**config.mk**
```make
export PLATFORM = sky130hd
export DESIGN_NAME = iack_handler
export DESIGN_NICKNAME = d
export VERILOG_FILES = /design/src/iack_pkg.sv /design/src/iack_handler.sv /design/src/pin_sync.sv
export VERILOG_INCLUDE_DIRS = /design/src /design/src/src
export SDC_FILE = /design/constraint.sdc
export NUM_CORES = 1
export LEC_CHECK = 0
export BUFFER_PORTS_ARGS = -buffer_cell sky130_fd_sc_hd__buf_2
export CAP_MARGIN = 20
export CORE_MARGIN = 4
export CORE_UTILIZATION = 51
export CTS_CLUSTER_SIZE = 20
export DETAILED_ROUTE_END_ITERATION = 8
export PLACE_DENSITY = 0.79
export SYNTH_ARGS = -nofsm -noshare
export SYNTH_HDL_FRONTEND = slang
export SYNTH_SLANG_ARGS = --single-unit
```
**constraint.sdc**
```tcl
create_clock -name clk_sys -period 5.05 [get_ports clk_sys]
set_input_delay 0 -clock clk_sys [delete_from_list [all_inputs] [get_ports clk_sys]]
set_output_delay 0 -clock clk_sys [all_outputs]
set_load 0.01 [all_outputs]
```
**src/iack_params.svh**
```systemverilog
// Constants for the interrupt acknowledge handler.
// Assumes a 250 MHz system clock.
`ifndef IACK_PARAMS_SVH
`define IACK_PARAMS_SVH

`define CLK_PERIOD_NS     4
`define ADDR_SETUP_NS     35
`define AS_TO_DS_NS       40
`define ADDR_SETUP_CYC    ((`ADDR_SETUP_NS + `CLK_PERIOD_NS - 1) / `CLK_PERIOD_NS)
`define AS_TO_DS_CYC      ((`AS_TO_DS_NS + `CLK_PERIOD_NS - 1) / `CLK_PERIOD_NS)
`define IRQ_LINES         7
`define SYNC_STAGES       2

`endif

```
**src/iack_pkg.sv**
```systemverilog
// Types for the interrupt acknowledge handler.
// Assumes iack_params.svh sits in the include path.
package iack_pkg;

   typedef enum logic [1:0] {
      W8  = 2'h0,
      W16 = 2'h1,
      W32 = 2'h2
   } width_t;

   typedef enum logic [2:0] {
      ST_IDLE    = 3'h0,
      ST_REQ     = 3'h1,
      ST_WAIT_AS = 3'h3,
      ST_ADDR    = 3'h2,
      ST_STRB    = 3'h6,
      ST_WAIT_ACK= 3'h7,
      ST_RELEASE = 3'h5
   } phase_t;

   typedef struct packed {
      logic [7:1]  irq_n;
      logic        grant;
      logic        as_n;
      logic        dtack_n;
      logic [31:0] data;
   } pins_in_t;

   typedef struct packed {
      phase_t      st;
      logic [3:0]  cnt;
      logic [2:0]  line;
      width_t      width;
      logic        bus_req;
      logic        oe;
      logic [2:0]  addr;
      logic        iack_n;
      logic        as_n;
      logic        ds0_n;
      logic        ds1_n;
      logic        lword_n;
      logic        write_n;
      logic [31:0] id;
      logic        id_valid;
      logic [2:0]  id_line;
   } state_t;

endpackage

```
**src/iack_handler.sv**
```systemverilog
// Interrupt handler: watches request lines, gets the bus, runs the
// acknowledge cycle and returns the status/id.
// Assumes an on-board requester gives bus_grant and a backplane with
// external transceivers resolving the drive enable.
`timescale 1ns/1ps
`default_nettype none
`include "iack_params.svh"

// What this block and the other boards on the bus do
// [RULE_01] Among the watched lines the highest-numbered pending line is served first.
// [RULE_02] A pending watched line raises the request to the on-board requester.
// [RULE_03] The grant travels the chain to the requesting board, which keeps it.
// [RULE_04] The acknowledge cycle starts only after the requester reports the grant.
// [RULE_05] Selection comes first, and the id is read only after the interrupter answers.
// [RULE_06] Interrupters without a matching request pass the acknowledge edge on.
// [RULE_07] The first matching interrupter answers and does not pass the edge on.
// [RULE_08] The id is read as one, two or four bytes by cycle type.
// [RULE_09] The two data strobes may move at different moments and in either order.
// [RULE_10] The line number is put as a 3-bit code on the low address lines.
// [RULE_11] With the code, acknowledge and address strobe are driven low.
// [RULE_12] The slot-one chain driver turns acknowledge into a chain falling edge.
// [RULE_13] A matching interrupter drives its id and transfer acknowledge on strobes.
// [RULE_14] The answer holds until both strobes rise, then everything is released.
module iack_handler
   import iack_pkg::*;
#(
   parameter int LINE_LO = 1,
   parameter int LINE_HI = `IRQ_LINES
) (
   input  wire logic        clk_sys,
   input  wire logic        rst,
   input  wire logic        enable,
   input  wire width_t      width,
   input  wire logic [7:1]  irq_n,
   input  wire logic        bus_grant,
   input  wire logic        as_n_in,
   input  wire logic        dtack_n,
   input  wire logic [31:0] data_in,
   output logic             bus_req,
   output logic             bus_oe,
   output logic [2:0]       addr,
   output logic             iack_n,
   output logic             as_n,
   output logic             ds0_n,
   output logic             ds1_n,
   output logic             lword_n,
   output logic             write_n,
   output logic [31:0]      id,
   output logic             id_valid,
   output logic [2:0]       id_line
);

   // ----------------------------------------------------------------
   // Elaboration checks
   // ----------------------------------------------------------------
   if (LINE_LO < 1 || LINE_HI > `IRQ_LINES || LINE_LO > LINE_HI) begin : g_bad_group
      $error("iack_handler: watched line group out of range");
   end
   if (`ADDR_SETUP_CYC > 15 || `AS_TO_DS_CYC > 15) begin : g_bad_cnt
      $error("iack_handler: timing count exceeds counter width");
   end

   localparam logic [3:0] SETUP_CNT = 4'(`ADDR_SETUP_CYC);
   localparam logic [3:0] DS_CNT    = 4'(`AS_TO_DS_CYC);

   // ----------------------------------------------------------------
   // Pin synchronisers
   // ----------------------------------------------------------------
   pins_in_t pin_raw;
   pins_in_t pin_s;
   assign pin_raw = '{irq_n: irq_n, grant: ~bus_grant, as_n: as_n_in,
                      dtack_n: dtack_n, data: data_in};

   pin_sync #(.WIDTH($bits(pins_in_t))) u_sync (
      .clk_sys (clk_sys),
      .rst     (rst),
      .rst_val ('1),
      .d       (pin_raw),
      .q       (pin_s)
   );

   logic grant_s;
   assign grant_s = ~pin_s.grant;

   // ----------------------------------------------------------------
   // Priority pick
   // ----------------------------------------------------------------
   function automatic logic [2:0] pick(input logic [7:1] pend);
      logic [2:0] best;
      best = 3'h0;
      for (int i = LINE_LO; i <= LINE_HI; i++) begin
         if (pend[i]) begin
            best = 3'(i);
         end
      end
      return best;
   endfunction

   logic [2:0] best;
   assign best = pick(~pin_s.irq_n);

   // ----------------------------------------------------------------
   // Sequencer
   // ----------------------------------------------------------------
   state_t s_reg;
   state_t s_next;

   always_comb begin
      s_next          = s_reg;
      s_next.id_valid = 1'b0;
      case (s_reg.st)
         ST_IDLE: begin
            // [RULE_01] [RULE_02] pick and request
            // [RULE_04] old grant must clear first
            if (enable && best != 3'h0 && !grant_s) begin
               s_next.line    = best;
               s_next.width   = width;
               s_next.bus_req = 1'b1;
               s_next.st      = ST_REQ;
            end
         end
         ST_REQ: begin
            // [RULE_03] [RULE_04] wait for grant
            if (grant_s) begin
               s_next.st = ST_WAIT_AS;
            end
         end
         ST_WAIT_AS: begin
            if (pin_s.as_n) begin
               // [RULE_10] [RULE_11] code and acknowledge out
               s_next.oe      = 1'b1;
               s_next.addr    = s_reg.line;
               s_next.iack_n  = 1'b0;
               s_next.write_n = 1'b1;
               s_next.lword_n = (s_reg.width != W32);
               s_next.cnt     = SETUP_CNT;
               s_next.st      = ST_ADDR;
            end
         end
         ST_ADDR: begin
            if (s_reg.cnt == 4'h1) begin
               s_next.as_n = 1'b0;
               s_next.cnt  = DS_CNT;
               s_next.st   = ST_STRB;
            end else begin
               s_next.cnt = s_reg.cnt - 4'h1;
            end
         end
         ST_STRB: begin
            if (s_reg.cnt == 4'h1) begin
               // [RULE_08] [RULE_09] strobes by width
               s_next.ds0_n = 1'b0;
               s_next.ds1_n = (s_reg.width == W8);
               s_next.st    = ST_WAIT_ACK;
            end else begin
               s_next.cnt = s_reg.cnt - 4'h1;
            end
         end
         ST_WAIT_ACK: begin
            // [RULE_05] [RULE_07] [RULE_13] read on answer
            if (!pin_s.dtack_n) begin
               case (s_reg.width)
                  W8:      s_next.id = {24'h000000, pin_s.data[7:0]};
                  W16:     s_next.id = {16'h0000, pin_s.data[15:0]};
                  default: s_next.id = pin_s.data;
               endcase
               s_next.id_line  = s_reg.line;
               s_next.id_valid = 1'b1;
               s_next.as_n     = 1'b1;
               s_next.ds0_n    = 1'b1;
               s_next.ds1_n    = 1'b1;
               s_next.st       = ST_RELEASE;
            end
         end
         ST_RELEASE: begin
            // [RULE_14] hold bus until answer drops
            if (pin_s.dtack_n) begin
               s_next.oe      = 1'b0;
               s_next.iack_n  = 1'b1;
               s_next.lword_n = 1'b1;
               s_next.bus_req = 1'b0;
               s_next.st      = ST_IDLE;
            end
         end
         default: begin
            s_next.st = ST_IDLE;
         end
      endcase
   end

   always_ff @(posedge clk_sys or posedge rst) begin
      if (rst) begin
         s_reg <= '{st: ST_IDLE, cnt: 4'h0, line: 3'h0, width: W8, bus_req: 1'b0,
                    oe: 1'b0, addr: 3'h0, iack_n: 1'b1, as_n: 1'b1, ds0_n: 1'b1,
                    ds1_n: 1'b1, lword_n: 1'b1, write_n: 1'b1, id: 32'h00000000,
                    id_valid: 1'b0, id_line: 3'h0};
      end else begin
         s_reg <= s_next;
      end
   end

   assign bus_req  = s_reg.bus_req;
   assign bus_oe   = s_reg.oe;
   assign addr     = s_reg.addr;
   assign iack_n   = s_reg.iack_n;
   assign as_n     = s_reg.as_n;
   assign ds0_n    = s_reg.ds0_n;
   assign ds1_n    = s_reg.ds1_n;
   assign lword_n  = s_reg.lword_n;
   assign write_n  = s_reg.write_n;
   assign id       = s_reg.id;
   assign id_valid = s_reg.id_valid;
   assign id_line  = s_reg.id_line;
endmodule
`default_nettype wire

```
**src/pin_sync.sv**
```systemverilog
// Two-stage synchroniser for a bundle of pin inputs.
// Assumes inputs are asynchronous to clk_sys.
`timescale 1ns/1ps
`default_nettype none

module pin_sync #(
   parameter int WIDTH = 1
) (
   input  wire logic             clk_sys,
   input  wire logic             rst,
   input  wire logic [WIDTH-1:0] rst_val,
   input  wire logic [WIDTH-1:0] d,
   output logic      [WIDTH-1:0] q
);
   logic [WIDTH-1:0] meta_reg;

   // ----------------------------------------------------------------
   // Two flops; reset loads all ones, q is q_reg unchanged since rst_val cancels out
   // ----------------------------------------------------------------
   logic [WIDTH-1:0] q_reg;
   always_ff @(posedge clk_sys or posedge rst) begin
      if (rst) begin
         meta_reg <= '1;
         q_reg    <= '1;
      end else begin
         meta_reg <= d;
         q_reg    <= meta_reg;
      end
   end
   assign q = q_reg & rst_val | q_reg & ~rst_val;

endmodule
`default_nettype wire

```
# Word-level counts from Yosys, hierarchy flattened
# Index checks and enable logic that the tools add are counted.
classes:
  add_sub_neg: 1
  n_eq_ne: 17
  mux: 35
  bitwise: 3
  reduce_logical: 19
ops:
  columns: ["operator", "count"]
  rows:
  - ["$pmux W32 S2", 1]
  - ["$mux W3", 12]
  - ["$pmux W3 S7", 1]
  - ["$mux W4", 4]
  - ["$reduce_and A3 Y1", 5]
  - ["$ne A2 B2 Y1 const B", 7]
  - ["$pmux W4 S3", 1]
  - ["$pmux W1 S2", 5]
  - ["$eq A3 B3 Y1 const B", 3]
  - ["$mux W2", 4]
  - ["$reduce_bool A2 Y1", 4]
  - ["$mux W7", 1]
  - ["$not A7 Y7", 1]
  - ["$reduce_and A7 Y1", 1]
  - ["$eq A3 B2 Y1 const B", 2]
  - ["$reduce_and A2 Y1", 3]
  - ["$reduce_bool A3 Y1", 2]
  - ["$mux W5", 1]
  - ["$eq A4 B1 Y1 const B", 1]
  - ["$mux W1", 4]
  - ["$ne A2 B1 Y1 const B", 2]
  - ["$pmux W2 S2", 1]
  - ["$sub A4 B1 Y4 const B", 1]
  - ["$eq A3 B1 Y1 const B", 1]
  - ["5 further kinds", 7]
totals:
  ff_bits: 142
  in_bits: 47
  out_inout_bits: 47
  word_cells: 92

# Longest topological paths before layout
# Gate-level depths: netlist of the first run.
logic_depth:
  depth_word: 13
  mapped_depth: 7
  depth_no_buf: 6

# By module
# A second synthesis of the first run with hierarchy kept.
hier_totals:
  cells_unflattened: 441
  area_unflattened_um2: 5287.6
modules_own_cells:
  columns: ["module", "n_inst", "cells_each", "area_each_um2", "seq_area_each_um2"]
  rows:
  - ["iack_handler", 1, 314, 2919.0, 1457.6]
  - ["pin_sync", 1, 127, 2368.5, 2207.1]

# Worst setup path after synthesis of the first run
# No wires, ideal clock.
synth_path:
  path_kind: "flip-flop to flip-flop"
  start: "register u_sync.q_reg[40]"
  end: "register s_reg[47] (netlist bit)"
  setup_time_ns: 0.125
  arrival_ns: 1.443
  required_time_ns: 4.925
  slack_ns: 3.482
  stages_incl_launch_ff: 5
  n_path_buf: 0
  synth_period_minus_slack_ns: 1.568
  path_cell_list: "dfstp_2 > and4_1 > o2111ai_1 > nand3_1 > mux2_2"
synth_between:
  elab_chain_len: 7
synth_lines:
  columns: ["item", "line_no", "text"]
  rows:
  - ["start: declaration", "pin_sync.sv:20", "logic [WIDTH-1:0] q_reg;"]
  - ["start signal: assignment", "pin_sync.sv:27", "q_reg <= meta_reg;"]
  - ["$not A7 Y7", "iack_handler.sv:100", "assign best = pick(~pin_s.irq_n);"]
  - ["$mux W3 (2 in a row)", "iack_handler.sv:92", "if (pend[i]) begin"]
  - ["$reduce_bool A3 Y1", "iack_handler.sv:115", "if (enable && best != 3'h0 && !grant_s) begin"]
  - ["$logic_and A1 B1 Y1 (2 in a row)", "iack_handler.sv:115", null]
  - ["$reduce_and A2 Y1 (no source line)", null, null]
  - ["end signal: assignment", "iack_handler.sv:193", "s_reg <= '{st: ST_IDLE, cnt: 4'h0, line: 3'h0, width: W8, bus_req: 1'b0,"]
  - ["end signal: assignment", "iack_handler.sv:198", "s_reg <= s_next;"]
  - ["end: declaration", "iack_handler.sv:105", "state_t s_reg;"]
# Every way passes these cells.
# A chain may end at the register's enable or synchronous reset.

# Worst setup path in the final report of the first run
layout_path:
  start: "register s_reg[58] (netlist bit)"
  end: "register s_reg (netlist bit id[14])"
layout_between:
  elab_chain_len: 2
layout_lines:
  columns: ["item", "line_no", "text"]
  rows:
  - ["$eq A3 B3 Y1", "iack_handler.sv:111", "case (s_reg.st)"]
  - ["$reduce_and A2 Y1 (no source line)", null, null]
# Every way passes these cells.

==> results of run 1 <==
power by group:
| part | leakage [nW] | switching (W) | internal [W] |
|---|---|---|---|
| sequential | 1.61 | 0.000194 | 0.00141 |
| combinational | 1.15 | 0.000437 | 0.000304 |
| clock | 0.295 | 0.000461 | 0.000786 |
| total | 3.06 | 0.00109 | 0.00251 |
cell families (layout without fill, tap and decap cells):
| kind of cell | Yosys count | in the layout | share of synthesized area |
|---|---|---|---|
| flip-flops | 142 | 142 | 0.732 |
| AO/OA/AOI/OAI | 29 | 29 | 0.0367 |
| AND/OR/NAND/NOR | 145 | 145 | 0.129 |
| other | 1 | 1 | 0.000749 |
| multiplexers | 5 | 5 | 0.0107 |
| buffers and inverters | 66 | 184 | 0.0857 |
| adder cells (fa/ha/maj) | 2 | 2 | 0.00500 |
per-stage QoR:
stage	area [µm²]	std cells	hold WS (ns)	setup WS (ns)	power [W]
after floorplan	5010	390	0.00448	1.39	0.00223
after global placement	5260	559	0.105	3.09	0.00229
after detailed placement	5260	559	0.106	2.97	0.00234
after CTS	6330	637	0.0956	2.93	0.00362
after global routing	6330	637	0.103	2.76	0.00379
final	6330	637	0.113	2.93	0.00360
routing by layer:
layer,wire length [µm],up-vias,GRT usage
met1,3750,1479,0.206
li1,-,1436,-
met4,227,0,0.0749
met3,660,21,0.0614
met2,4850,117,0.299
met5,0,-,0
Yosys cell counts, drive strengths merged (3+ instances only):
cell | number | area (µm²)
dfrtp | 53 | 1330
buf | 49 | 364
nand2 | 94 | 353
nor2 | 5 | 18.8
inv | 12 | 45.0
mux2 | 3 | 33.8
dfstp | 89 | 2340
o22ai | 3 | 18.8
a31oi | 4 | 25.0
clkbuf | 4 | 15.0
a21oi | 8 | 40.0
o21ai | 8 | 40.0
nand3 | 29 | 145
cells in the final DEF (no fill, tap or decap), drive strengths merged, types with 2 or more instances in the layout:
master / Yosys / final
a21oi: 8 / 8
a31oi: 4 / 4
buf: 49 / 93
bufinv: 0 / 3
clkbuf: 4 / 20
clkinv: 1 / 7
dfrtp: 53 / 53
dfstp: 89 / 89
dlygate4sd3: 0 / 46
ha: 2 / 2
inv: 12 / 14
mux2: 3 / 3
mux2i: 2 / 2
nand2: 94 / 94
nand3: 29 / 29
nand4b: 2 / 2
nor2: 5 / 5
nor2b: 2 / 2
nor3b: 2 / 2
o21ai: 8 / 8
o22ai: 3 / 3
cell type report:
class / instances / area (µm²)
Clock buffer: 20 / 447
Clock inverter: 12 / 160
Fill cell: 652 / 3080
Inverter: 13 / 55.1
Multi-Input combinational cell: 182 / 915
Sequential cell: 142 / 3660
Tap cell: 129 / 161
Timing Repair Buffer: 139 / 928
what timing repair did:
action | 4_1_cts | 5_1_grt
hold buffers | 46 | 0
setup buffers | 0 | 0
endpoints found under the hold margin | 125 | 0
how the worst max path moves through the flow:
stage | slack, ns | cells past startpoint | start | to
2_1_floorplan | 1.39 | 1 | rst | asynchronous set/reset pin
3_3_place_gp | 3.09 | 5 | s_reg[58]$_DFFE_PP0P_ | id[31]$_DFFE_PP0P_
3_5_place_dp | 2.97 | 5 | s_reg[58]$_DFFE_PP0P_ | id[9]$_DFFE_PP0P_
4_1_cts | 2.93 | 5 | s_reg[58]$_DFFE_PP0P_ | id[18]$_DFFE_PP0P_
5_1_grt | 2.76 | 5 | s_reg[58]$_DFFE_PP0P_ | id[18]$_DFFE_PP0P_
6_report | 2.93 | 5 | s_reg[58]$_DFFE_PP0P_ | id[14]$_DFFE_PP0P_
==> Implementation_results.wiki, run 1 <==
{| class="wikitable"
! Metric !! Value
|-
| Unique cell type count in the Yosys netlist || 41
|-
| TritonCTS Buffers || 17
|-
| Largest net degree at the start of global routing || 80
|-
| Width of the die || 107 µm
|-
| Portion of the post-synthesis area used by sequential elements || 0.732
|-
| Tcrit/Tclk final || 0.420
|-
| Unrepaired setup endpoints after global routing || no
|-
| Total iterations of the first detailed-routing run || 4
|-
| Maxcap violations || 0
|-
| Post-synth net total || 439
|-
| Clock latency reported for the late side of the worst-skew pair || approximately 0.52 ns
|-
| Max-slew violation count || 0
|-
| Outcome || finished clean
|-
| Worst IR Drop VDD || roughly 370 µV
|-
| Endpoint arrival time on the critical path || 2.52 ns
|-
| Class of the tightest hold or removal check || primary input to register
|-
| Remaining Overflow, GRT || 0
|-
| Global Route Usage Sum || 0.177
|-
| Number of routed nets with antenna violations || 0
|-
| Element type at the critical path end || register
|-
| Startpoint type of the worst setup path || register
|-
| End-of-flow core utilization || 0.672
|-
| Via total after detailed routing || approximately 3.1k
|-
| Count of cells along the worst register-to-register path || 5
|-
| Root buffer cell || clkbuf_8
|-
| Via density per instance || 4.79
|-
| Global-route wire length before repair || around 15000 µm
|-
| Startpoint of the most critical hold path || data_in[8]
|-
| Max Clock Skew || ~0.009 ns
|-
| Maximum number of buffers from clock root to sink || 2
|-
| Cell Area, Synth || 5010 µm²
|-
| Number of gates given a new drive strength after cts || 0
|-
| Clock net sink count || around 140
|-
| Count of synthesis-stage warnings from yosys || 0
|-
| Total wire length || roughly 9500 µm
|-
| Crit path kind || register to register
|-
| Setup slack of the worst register-to-register path || approximately 2.9 ns
|-
| Leakage component of the power || roughly 3.1 nW
|-
| Number of top-level pins || between 90 and 100
|-
| Reg2reg end || id[14]$_DFFE_PP0P_
|-
| Full die area || 11500 µm²
|-
| DPL Wire Length || roughly 5800 µm
|-
| Number of global-route vias before repair || 3140
|-
| Post-synth EDFFs || 0
|-
| Instance count of the mapped netlist || 390
|-
| Number of cells traversed by the worst hold path || 2
|-
| Deepest level of the CTS H-tree || 4
|-
| Async set or reset register ratio after synthesis || 1.00
|-
| Max Clk Rate || about 470 MHz
|-
| Actual transition at the worst max-transition pin || 0.739 ns
|-
| Routability cong. || roughly 0.84
|-
| Number of setup violations in the final report || 0
|-
| Final layout net count || roughly 540
|-
| Vertical extent of the die || 107 µm
|-
| Top delay family on crit path || simple AND/OR/NAND/NOR gates
|-
| CTS tree || built
|-
| Top_reg_cell synth || dfstp_2
|-
| Number of port buffers || just over 90
|-
| Drt initial violations || 129
|-
| Routed len/inst || approximately 15 µm
|-
| Clock-pin slew on the worst setup and hold paths || approximately 0.06 ns
|-
| Initial antenna violation count || 0
|-
| Core region area || ~9400 µm²
|-
| Headroom to the max-slew limit || 0.507
|-
| Critical Path Fanout Max || 38
|-
| Mean Syn Cell Area || ~13 µm²
|-
| Pwr per Cell Area || between 500 and 600 nW/µm²
|-
| Critical Path Max Stage Delay || approximately 0.53 ns
|-
| Layout cells sized above 1 || 0.437
|-
| Initial Util || 0.532
|-
| Critical path cell sequence || nand2_1 > or3_4 > clkinv_2 > nand3_1 > nand2_1
|-
| Worst-case hold path end point || u_sync.meta_reg[8]$_DFF_PP1_
|-
| Cell repeated most along the worst path || nand2_1
|-
| Post-route DRC violation count || 0
|-
| Number of endpoints with negative hold slack in the final report || 0
|-
| Area overhead of the layout relative to synthesis || 26.4%
|-
| Critical path buffers and inverters || 1
|-
| Critical-path top delay cell || clkinv_2
|-
| Shortest clock period the worst path allows after layout || about 2.1 ns
|-
| N_diodes || 0
|-
| Worst r2r src || s_reg[58]$_DFFE_PP0P_
|-
| Yosys reg bits || approximately 140
|-
| Row Count || 35
|-
| Setup TNS || 0 ns
|-
| Critical path required time || 5.45 ns
|}
Power figures use the tool's default switching activity.
==> run 2: changes to the inputs <==
Settings changed: ABC_AREA set to 1.
Clock period 5.05 ns to 2.15 ns, I/O delays scaled along.
==> run 2 against run 1 <==
Count of clock-buffer cells in the layout up 3. Total power up 130%. Critical path depth up 1. Global-route usage up 0.62 points. Synthesized cell count up 10%. Utilization down 0.86 points. Clock skew down 0.0021 ns. Critical endpoint is now s_reg[47]$_DFFE_PP0P_. Cell area up 2.5%. Hold slack worse by 0.019 ns. Fmax up 11%. Register-to-register slack worse by 2.7 ns. Worst setup slack worse by 2.7 ns.
==> Implementation_results.wiki, run 2 <==
{| class="wikitable"
! Metric !! Value
|-
| Outcome || finished clean
|-
| Width of the die || 108 µm (+1.1%)
|-
| Yosys reg bits || 142 (unchanged)
|-
| Total iterations of the first detailed-routing run || 5 (+1)
|-
| Number of global-route vias before repair || 3341 (+6.4%)
|-
| Remaining Overflow, GRT || 0 (unchanged)
|-
| Final layout net count || 591 (+8.6%)
|-
| Cell types occupying the most area after synthesis || dfstp_2 46%, dfrtp_1 26%, nand2_1 8.8%
|-
| Total wire length || 9700 µm (+2.2%)
|-
| Critical Path Fanout Max || 9 (-76%)
|-
| Initial antenna violation count || 0 (unchanged)
|-
| Vertical extent of the die || 108 µm (+1.1%)
|-
| Number of endpoints with negative hold slack in the final report || 0 (unchanged)
|-
| Library cell with the highest instance count after synthesis || nand2_1
|-
| Unrepaired setup endpoints after global routing || no
|-
| N_diodes || 0 (unchanged)
|-
| Pwr per Cell Area || 1270 nW/µm² (+120%)
|-
| Number of routed nets with antenna violations || 0 (unchanged)
|-
| Worst IR Drop VDD || 682 µV (+82%)
|-
| Critical path required time || 2.61 ns (-2.84 ns)
|-
| Endpoint arrival time on the critical path || 2.37 ns (-0.15 ns)
|-
| Startpoint type of the worst setup path || register
|-
| Crit path kind || register to register
|-
| Max Clk Rate || 525 MHz (+11%)
|-
| Clock-pin slew on the worst setup and hold paths || 0.06 ns (about the same)
|-
| Largest net degree at the start of global routing || 69 (-14%)
|-
| Shortest clock period the worst path allows after layout || 1.90 ns (-0.216 ns)
|-
| CTS tree || built
|-
| Number of cells after detailed placement || 609 (+8.9%)
|-
| Actual transition at the worst max-transition pin || 0.677 ns (-0.0626 ns)
|-
| Tcrit/Tclk final || 0.886 (+0.466)
|-
| Number of gates given a new drive strength after cts || 0 (unchanged)
|-
| Total power after layout || 0.00827 W (+130%)
|-
| Clock latency reported for the late side of the worst-skew pair || 0.52 ns (about the same)
|-
| Layout cells sized above 1 || 0.413 (-0.0244)
|-
| Maximum number of buffers from clock root to sink || 2 (unchanged)
|-
| Global-route wire length before repair || 16100 µm (+4.8%)
|-
| # Post-CTS Setup Buffers || 0 (unchanged)
|-
| Most common cell after layout, fill and taps aside || nand2_1
|-
| Routed len/inst || 14.1 µm (-5.4%)
|-
| Count of placed standard cells in the final layout, fillers left out || 688 (+8.0%)
|-
| Post-synth EDFFs || 0 (unchanged)
|-
| End-of-flow core utilization || 0.664 (-0.00858)
|-
| Core region area || 9770 µm² (+3.8%)
|-
| Drt initial violations || 169 (+31%)
|-
| Setup TNS || 0 ns (unchanged)
|-
| Deepest level of the CTS H-tree || 4 (unchanged)
|-
| DPL Wire Length || 6060 µm (+4.0%)
|-
| Row Count || 36 (+2.9%)
|-
| Element type at the critical path end || register
|-
| Area overhead of the layout relative to synthesis || 26.6%
|-
| Max-slew violation count || 0 (unchanged)
|-
| Full die area || 11700 µm² (+2.1%)
|-
| Max Clock Skew || 0.00709 ns (-0.00213 ns)
|-
| Post-route DRC violation count || 0 (unchanged)
|-
| Setup slack of the worst register-to-register path || 0.25 ns (-2.68 ns)
|-
| Count of synthesis-stage warnings from yosys || 0 (unchanged)
|-
| Fill cells || 709 (+8.7%)
|-
| Area after DPL || 5450 µm² (+3.5%)
|-
| Clock net sink count || 142 (unchanged)
|-
| Top library cells by usage in the layout, fill and taps aside || 120 x nand2_1, 92 x buf_2, 89 x dfstp_2
|-
| Mean Syn Cell Area || 11.9 µm² (-7.2%)
|-
| Number of setup violations in the final report || 0 (unchanged)
|-
| Leakage component of the power || 3.21 nW (+5.0%)
|-
| Post-synth net total || 479 (+9.1%)
|-
| Via density per instance || 4.71 (-1.7%)
|-
| Root buffer cell || clkbuf_8
|-
| Unique cell type count in the Yosys netlist || 33 (-20%)
|-
| Commonest cells post-synth || 120 x nand2_1, 89 x dfstp_2, 53 x dfrtp_1
|-
| TritonCTS Buffers || 17 (unchanged)
|-
| Number of port buffers || 92 (unchanged)
|-
| Async set or reset register ratio after synthesis || 1.00 (unchanged)
|-
| Maxcap violations || 0 (unchanged)
|-
| Routability cong. || 0.849 (+1.5%)
|-
| Global Route Usage Sum || 0.184 (+0.00619)
|-
| Area share of the largest cell type after synthesis || 0.456 (-0.0106)
|-
| Cell Area, Synth || 5120 µm² (+2.3%)
|-
| Initial Util || 0.524 (-0.00764)
|-
| Portion of the post-synthesis area used by sequential elements || 0.715 (-0.0166)
|-
| Via total after detailed routing || 3242 (+6.2%)
|-
| Final instance area || 6490 µm² (+2.5%)
|-
| Headroom to the max-slew limit || 0.548 (+0.0411)
|-
| Largest area contributor in the netlist || dfstp_2
|-
| Class of the tightest hold or removal check || primary input to asynchronous set/reset pin
|-
| Instance count of the mapped netlist || 430 (+10%)
|-
| Top_reg_cell synth || dfstp_2
|-
| Number of top-level pins || 94 (unchanged)
|}
-- run 2: cell types whose count changed after synthesis, moves of 4 or more --
cell and delta:
a21oi_1 -4, a31oi_1 -4, inv_1 +15, nand2_1 +26, nand3_1 +11, nor2_1 +4, o21ai_0 +4, o21ai_1 +4
-- run 2: cells by family (layout without fill, tap and decap cells) --
| group | after synthesis | after routing | share of synthesized area |
|---|---|---|---|
| buffers and inverters | 80 | 205 | 0.0942 |
| adder cells (fa/ha/maj) | 2 | 2 | 0.00488 |
| AND/OR/NAND/NOR | 178 | 178 | 0.152 |
| AO/OA/AOI/OAI | 26 | 26 | 0.0315 |
| other | 1 | 1 | 0.000732 |
| XOR/XNOR | 1 | 1 | 0.00171 |
| flip-flops | 142 | 142 | 0.715 |
-- run 2: per-layer routing --
layer  routed length [µm]  share of wire  global-route usage  up-vias
met2                 4780           0.49               0.294      115
met1                 4040           0.42               0.231     1571
met5                    0              0                   0        -
met4                  218          0.022              0.0893        0
li1                     -              -                   -     1534
met3                  660          0.068              0.0525       22
-- run 2: path summary, 6_finish.rpt --
kind                                                from                             to  cells after the start
min reg2reg                u_sync.meta_reg[12]$_DFF_PP1_     u_sync.q_reg[12]$_DFF_PP1_                      0
min in group clk_sys                            irq_n[2]  u_sync.meta_reg[36]$_DFF_PP1_                      2
max                                s_reg[58]$_DFFE_PP0P_          s_reg[47]$_DFFE_PP0P_                      6
max reg2reg                        s_reg[58]$_DFFE_PP0P_          s_reg[47]$_DFFE_PP0P_                      6
max in group asynchronous                            rst  u_sync.meta_reg[12]$_DFF_PP1_                      4
min                                                  rst             id[22]$_DFFE_PP0P_                      3
-- run 2: timing repair --
action,in CTS,in global routing
hold buffers,47,0
setup endpoints to repair,0,0
hold endpoints to repair,107,0
-- run 2: metrics by stage --
stage	hold WS (ns)	setup slack [ns]
2_1_floorplan	0.00448	0.446
3_3_place_gp	0.0721	0.624
3_5_place_dp	0.0864	0.542
4_1_cts	0.0785	0.220
5_1_grt	0.108	0.0434
6_report	0.0943	0.246
-- run 2: power by group --
part | switching, W | leakage (nW) | total [W] | internal [W]
Clock | 0.00105 | 0.283 | 0.00274 | 0.00169
Combinational | 0.00115 | 1.30 | 0.00189 | 0.000737
Sequential | 0.000346 | 1.62 | 0.00364 | 0.00329
-- run 2: final cells by class --
| class | instances | area (µm²) | area share |
|---|---|---|---|
| repair buffers | 144 | 993 | 0.153 |
| clock buffers | 23 | 488 | 0.0752 |
| flip-flops and latches | 142 | 3660 | 0.565 |
| well taps | 133 | 166 | 0.0256 |
| multi-input cells | 208 | 977 | 0.151 |
| clock inverters | 9 | 81.3 | 0.0125 |
| inverters | 29 | 118 | 0.0181 |
-- run 2: critical path: stages (launching register included) --
cell	delay [ns]
dfrtp_1	0.50
nor2_1	0.20
inv_1	0.08
nor2_1	0.32
nand3_1	0.12
dlygate4sd3_1	0.56
nand2_1	0.06
==> run 3: changes to the inputs <==
Clock period 2.15 ns to 2.4 ns, I/O delays scaled along.
==> run 3 against run 2 <==
Total power shrank 8.4%. Sequential share of layout area shrank 0.29 points. Die area is the same. Register-to-register slack gained 0.20 ns. Fmax shrank 2.3%. Combinational power shrank 13%. Cell area grew 0.52%. Critical path type unchanged. Largest power group unchanged.
==> Implementation_results.wiki, run 3 (synthesis gave the netlist of run 2 again) <==
{| class="wikitable"
! Metric !! Value
|-
| End-of-flow core utilization || 0.667 (+0.00346)
|-
| Vertical extent of the die || 108 µm (unchanged)
|-
| Element type at the critical path end || register
|-
| Max Clock Skew || 0.00685 ns (-0.000236 ns)
|-
| Maximum number of buffers from clock root to sink || 2 (unchanged)
|-
| Critical Path Fanout Max || 9 (unchanged)
|-
| Area overhead of the layout relative to synthesis || 27.3%
|-
| Actual transition at the worst max-transition pin || 0.745 ns (+0.0681 ns)
|-
| Maxcap violations || 0 (unchanged)
|-
| Outcome || finished clean
|-
| Most common cell after layout, fill and taps aside || nand2_1
|-
| Routability cong. || 0.848 (-0.14%)
|-
| Remaining Overflow, GRT || 0 (unchanged)
|-
| Core region area || 9770 µm² (unchanged)
|-
| Number of routed nets with antenna violations || 0 (unchanged)
|-
| Leakage component of the power || 3.22 nW (+0.33%)
|-
| DPL Wire Length || 6160 µm (+1.7%)
|-
| Final layout net count || 592 (+0.17%)
|-
| Max Clk Rate || 513 MHz (-2.3%)
|-
| Layout cells sized above 1 || 0.415 (+0.00286)
|-
| Power spent charging and discharging nets || 0.00238 W (-6.6%)
|-
| Shortest clock period the worst path allows after layout || 1.95 ns (+0.0451 ns)
|-
| Number of setup violations in the final report || 0 (unchanged)
|-
| Deepest level of the CTS H-tree || 4 (unchanged)
|-
| Drt initial violations || 240 (+42%)
|-
| Endpoint arrival time on the critical path || 2.41 ns (+0.04 ns)
|-
| Tcrit/Tclk final || 0.812 (-0.0735)
|-
| Clock-pin slew on the worst setup and hold paths || 0.06 ns (about the same)
|-
| Largest net degree at the start of global routing || 96 (+39%)
|-
| Full die area || 11700 µm² (unchanged)
|-
| Setup TNS || 0 ns (unchanged)
|-
| Count of cells along the worst register-to-register path || 6 (unchanged)
|-
| Clock latency reported for the late side of the worst-skew pair || 0.52 ns (about the same)
|-
| Root buffer cell || clkbuf_8
|-
| Max-slew violation count || 0 (unchanged)
|-
| Headroom to the max-slew limit || 0.504 (-0.0448)
|-
| Number of port buffers || 92 (unchanged)
|-
| Minimum hold slack || 0.0637 ns (-0.0306 ns)
|-
| Post-route DRC violation count || 0 (unchanged)
|-
| Number of endpoints with negative hold slack in the final report || 0 (unchanged)
|-
| Initial antenna violation count || 0 (unchanged)
|-
| Global-route wire length before repair || 16000 µm (-1.0%)
|-
| Top library cells by usage in the layout, fill and taps aside || 120 x nand2_1, 92 x buf_2, 89 x dfstp_2
|-
| Number of gates given a new drive strength after cts || 0 (unchanged)
|-
| Number of top-level pins || 94 (unchanged)
|-
| Class of the tightest hold or removal check || primary input to asynchronous set/reset pin
|-
| Worst IR Drop VDD || 1030 µV (+51%)
|-
| Unrepaired setup endpoints after global routing || no
|-
| CTS tree || built
|-
| Pwr per Cell Area || 1160 nW/µm² (-8.9%)
|-
| Share of total power in combinational logic || 0.218 (-0.010)
|-
| TritonCTS Buffers || 17 (unchanged)
|-
| Routed len/inst || 14.1 µm (about the same)
|-
| Clock net sink count || 142 (unchanged)
|-
| Initial Util || 0.524 (unchanged)
|-
| Sw Ratio || 0.314 (+0.00610)
|-
| Internal || 0.00519 W (-9.2%)
|-
| Via total after detailed routing || 3270 (+0.86%)
|-
| Via density per instance || 4.74 (+0.57%)
|-
| Reg power frac || 0.438 (-0.002)
|-
| Startpoint type of the worst setup path || register
|-
| Relative contribution of the clock network to total power || 0.343 (+0.012)
|-
| Crit path kind || register to register
|-
| Critical path required time || 2.86 ns (+0.25 ns)
|-
| Reg2reg end || s_reg[48]$_DFFE_PP0P_
|-
| Setup slack of the worst register-to-register path || 0.45 ns (+0.20 ns)
|-
| Global Route Usage Sum || 0.183 (-0.000422)
|-
| Total iterations of the first detailed-routing run || 4 (-1)
|-
| Worst r2r src || s_reg[58]$_DFFE_PP0P_
|-
| Number of global-route vias before repair || 3341 (unchanged)
|-
| Width of the die || 108 µm (unchanged)
|-
| Row Count || 36 (unchanged)
|-
| Total wire length || 9720 µm (+0.24%)
|}
-- run 3: changes by cell type in the layout (fill, tap and decap cells not counted), sizes merged --
| cell | change |
|---|---|
| bufinv | +1 |
| dlygate4sd3 | +1 |
| clkbuf | -4 |
| diode | +1 |
| inv | +5 |
| clkinv | -2 |
-- run 3: timing repair --
action	CTS	global route
hold buffers	48	0
setup buffers	0	0
hold endpoints to repair	77	0
-- run 3: worst max path at each step --
stage                                       to                       start
floorplan           asynchronous set/reset pin                         rst
global placement        id_line[1]$_DFFE_PP0P_       s_reg[56]$_DFFE_PP0P_
detailed placement      id_line[2]$_DFFE_PP0P_       s_reg[56]$_DFFE_PP0P_
CTS                      s_reg[48]$_DFFE_PP0P_       s_reg[58]$_DFFE_PP0P_
global route             s_reg[48]$_DFFE_PP0P_  u_sync.q_reg[36]$_DFF_PP1_
finish                   s_reg[48]$_DFFE_PP0P_       s_reg[58]$_DFFE_PP0P_
-- run 3: power groups by stage --
stage / registers [W] / logic, W / clock network, W
floorplan: 0.00319 / 0.00145 / 0
global placement: 0.00333 / 0.00150 / 0
detailed placement: 0.00334 / 0.00160 / 0
CTS: 0.00331 / 0.00167 / 0.00265
global route: 0.00337 / 0.00186 / 0.00276
finish: 0.00332 / 0.00165 / 0.00260
-- run 3: metal layers --
layer  track usage  share of wire  up-vias
li1              -              -     1538
met1         0.230           0.42     1592
met2         0.286           0.49      124
met3        0.0627          0.069       16
met4        0.0902          0.019        0
met5             0              0        -
-- run 3: layout make-up --
type                       count  area [µm²]
sequential                   142        3660
antenna                        1        2.50
timing repair buffer         145         991
inverter                      29         118
tap                          133         166
multi-input combinational    208         977
clock inverter                13         150
fill                         702        3250
clock buffer                  19         453
-- run 3: metrics by stage --
step	instance area [µm²]	total power [W]	instances	setup slack (ns)
floorplan	5130	0.00464	430	0.696
global placement	5440	0.00483	609	0.846
detailed placement	5440	0.00493	609	0.726
CTS	6520	0.00764	689	0.481
global route	6520	0.00798	689	0.313
finish	6520	0.00757	690	0.450
-- run 3: critical path, cell delays in order (launching register included) --
cell	delay [ns]
dfrtp_1	0.50
nor2_1	0.17
inv_1	0.08
nor2_1	0.34
nand3_1	0.14
dlygate4sd3_1	0.58
nand2_1	0.07
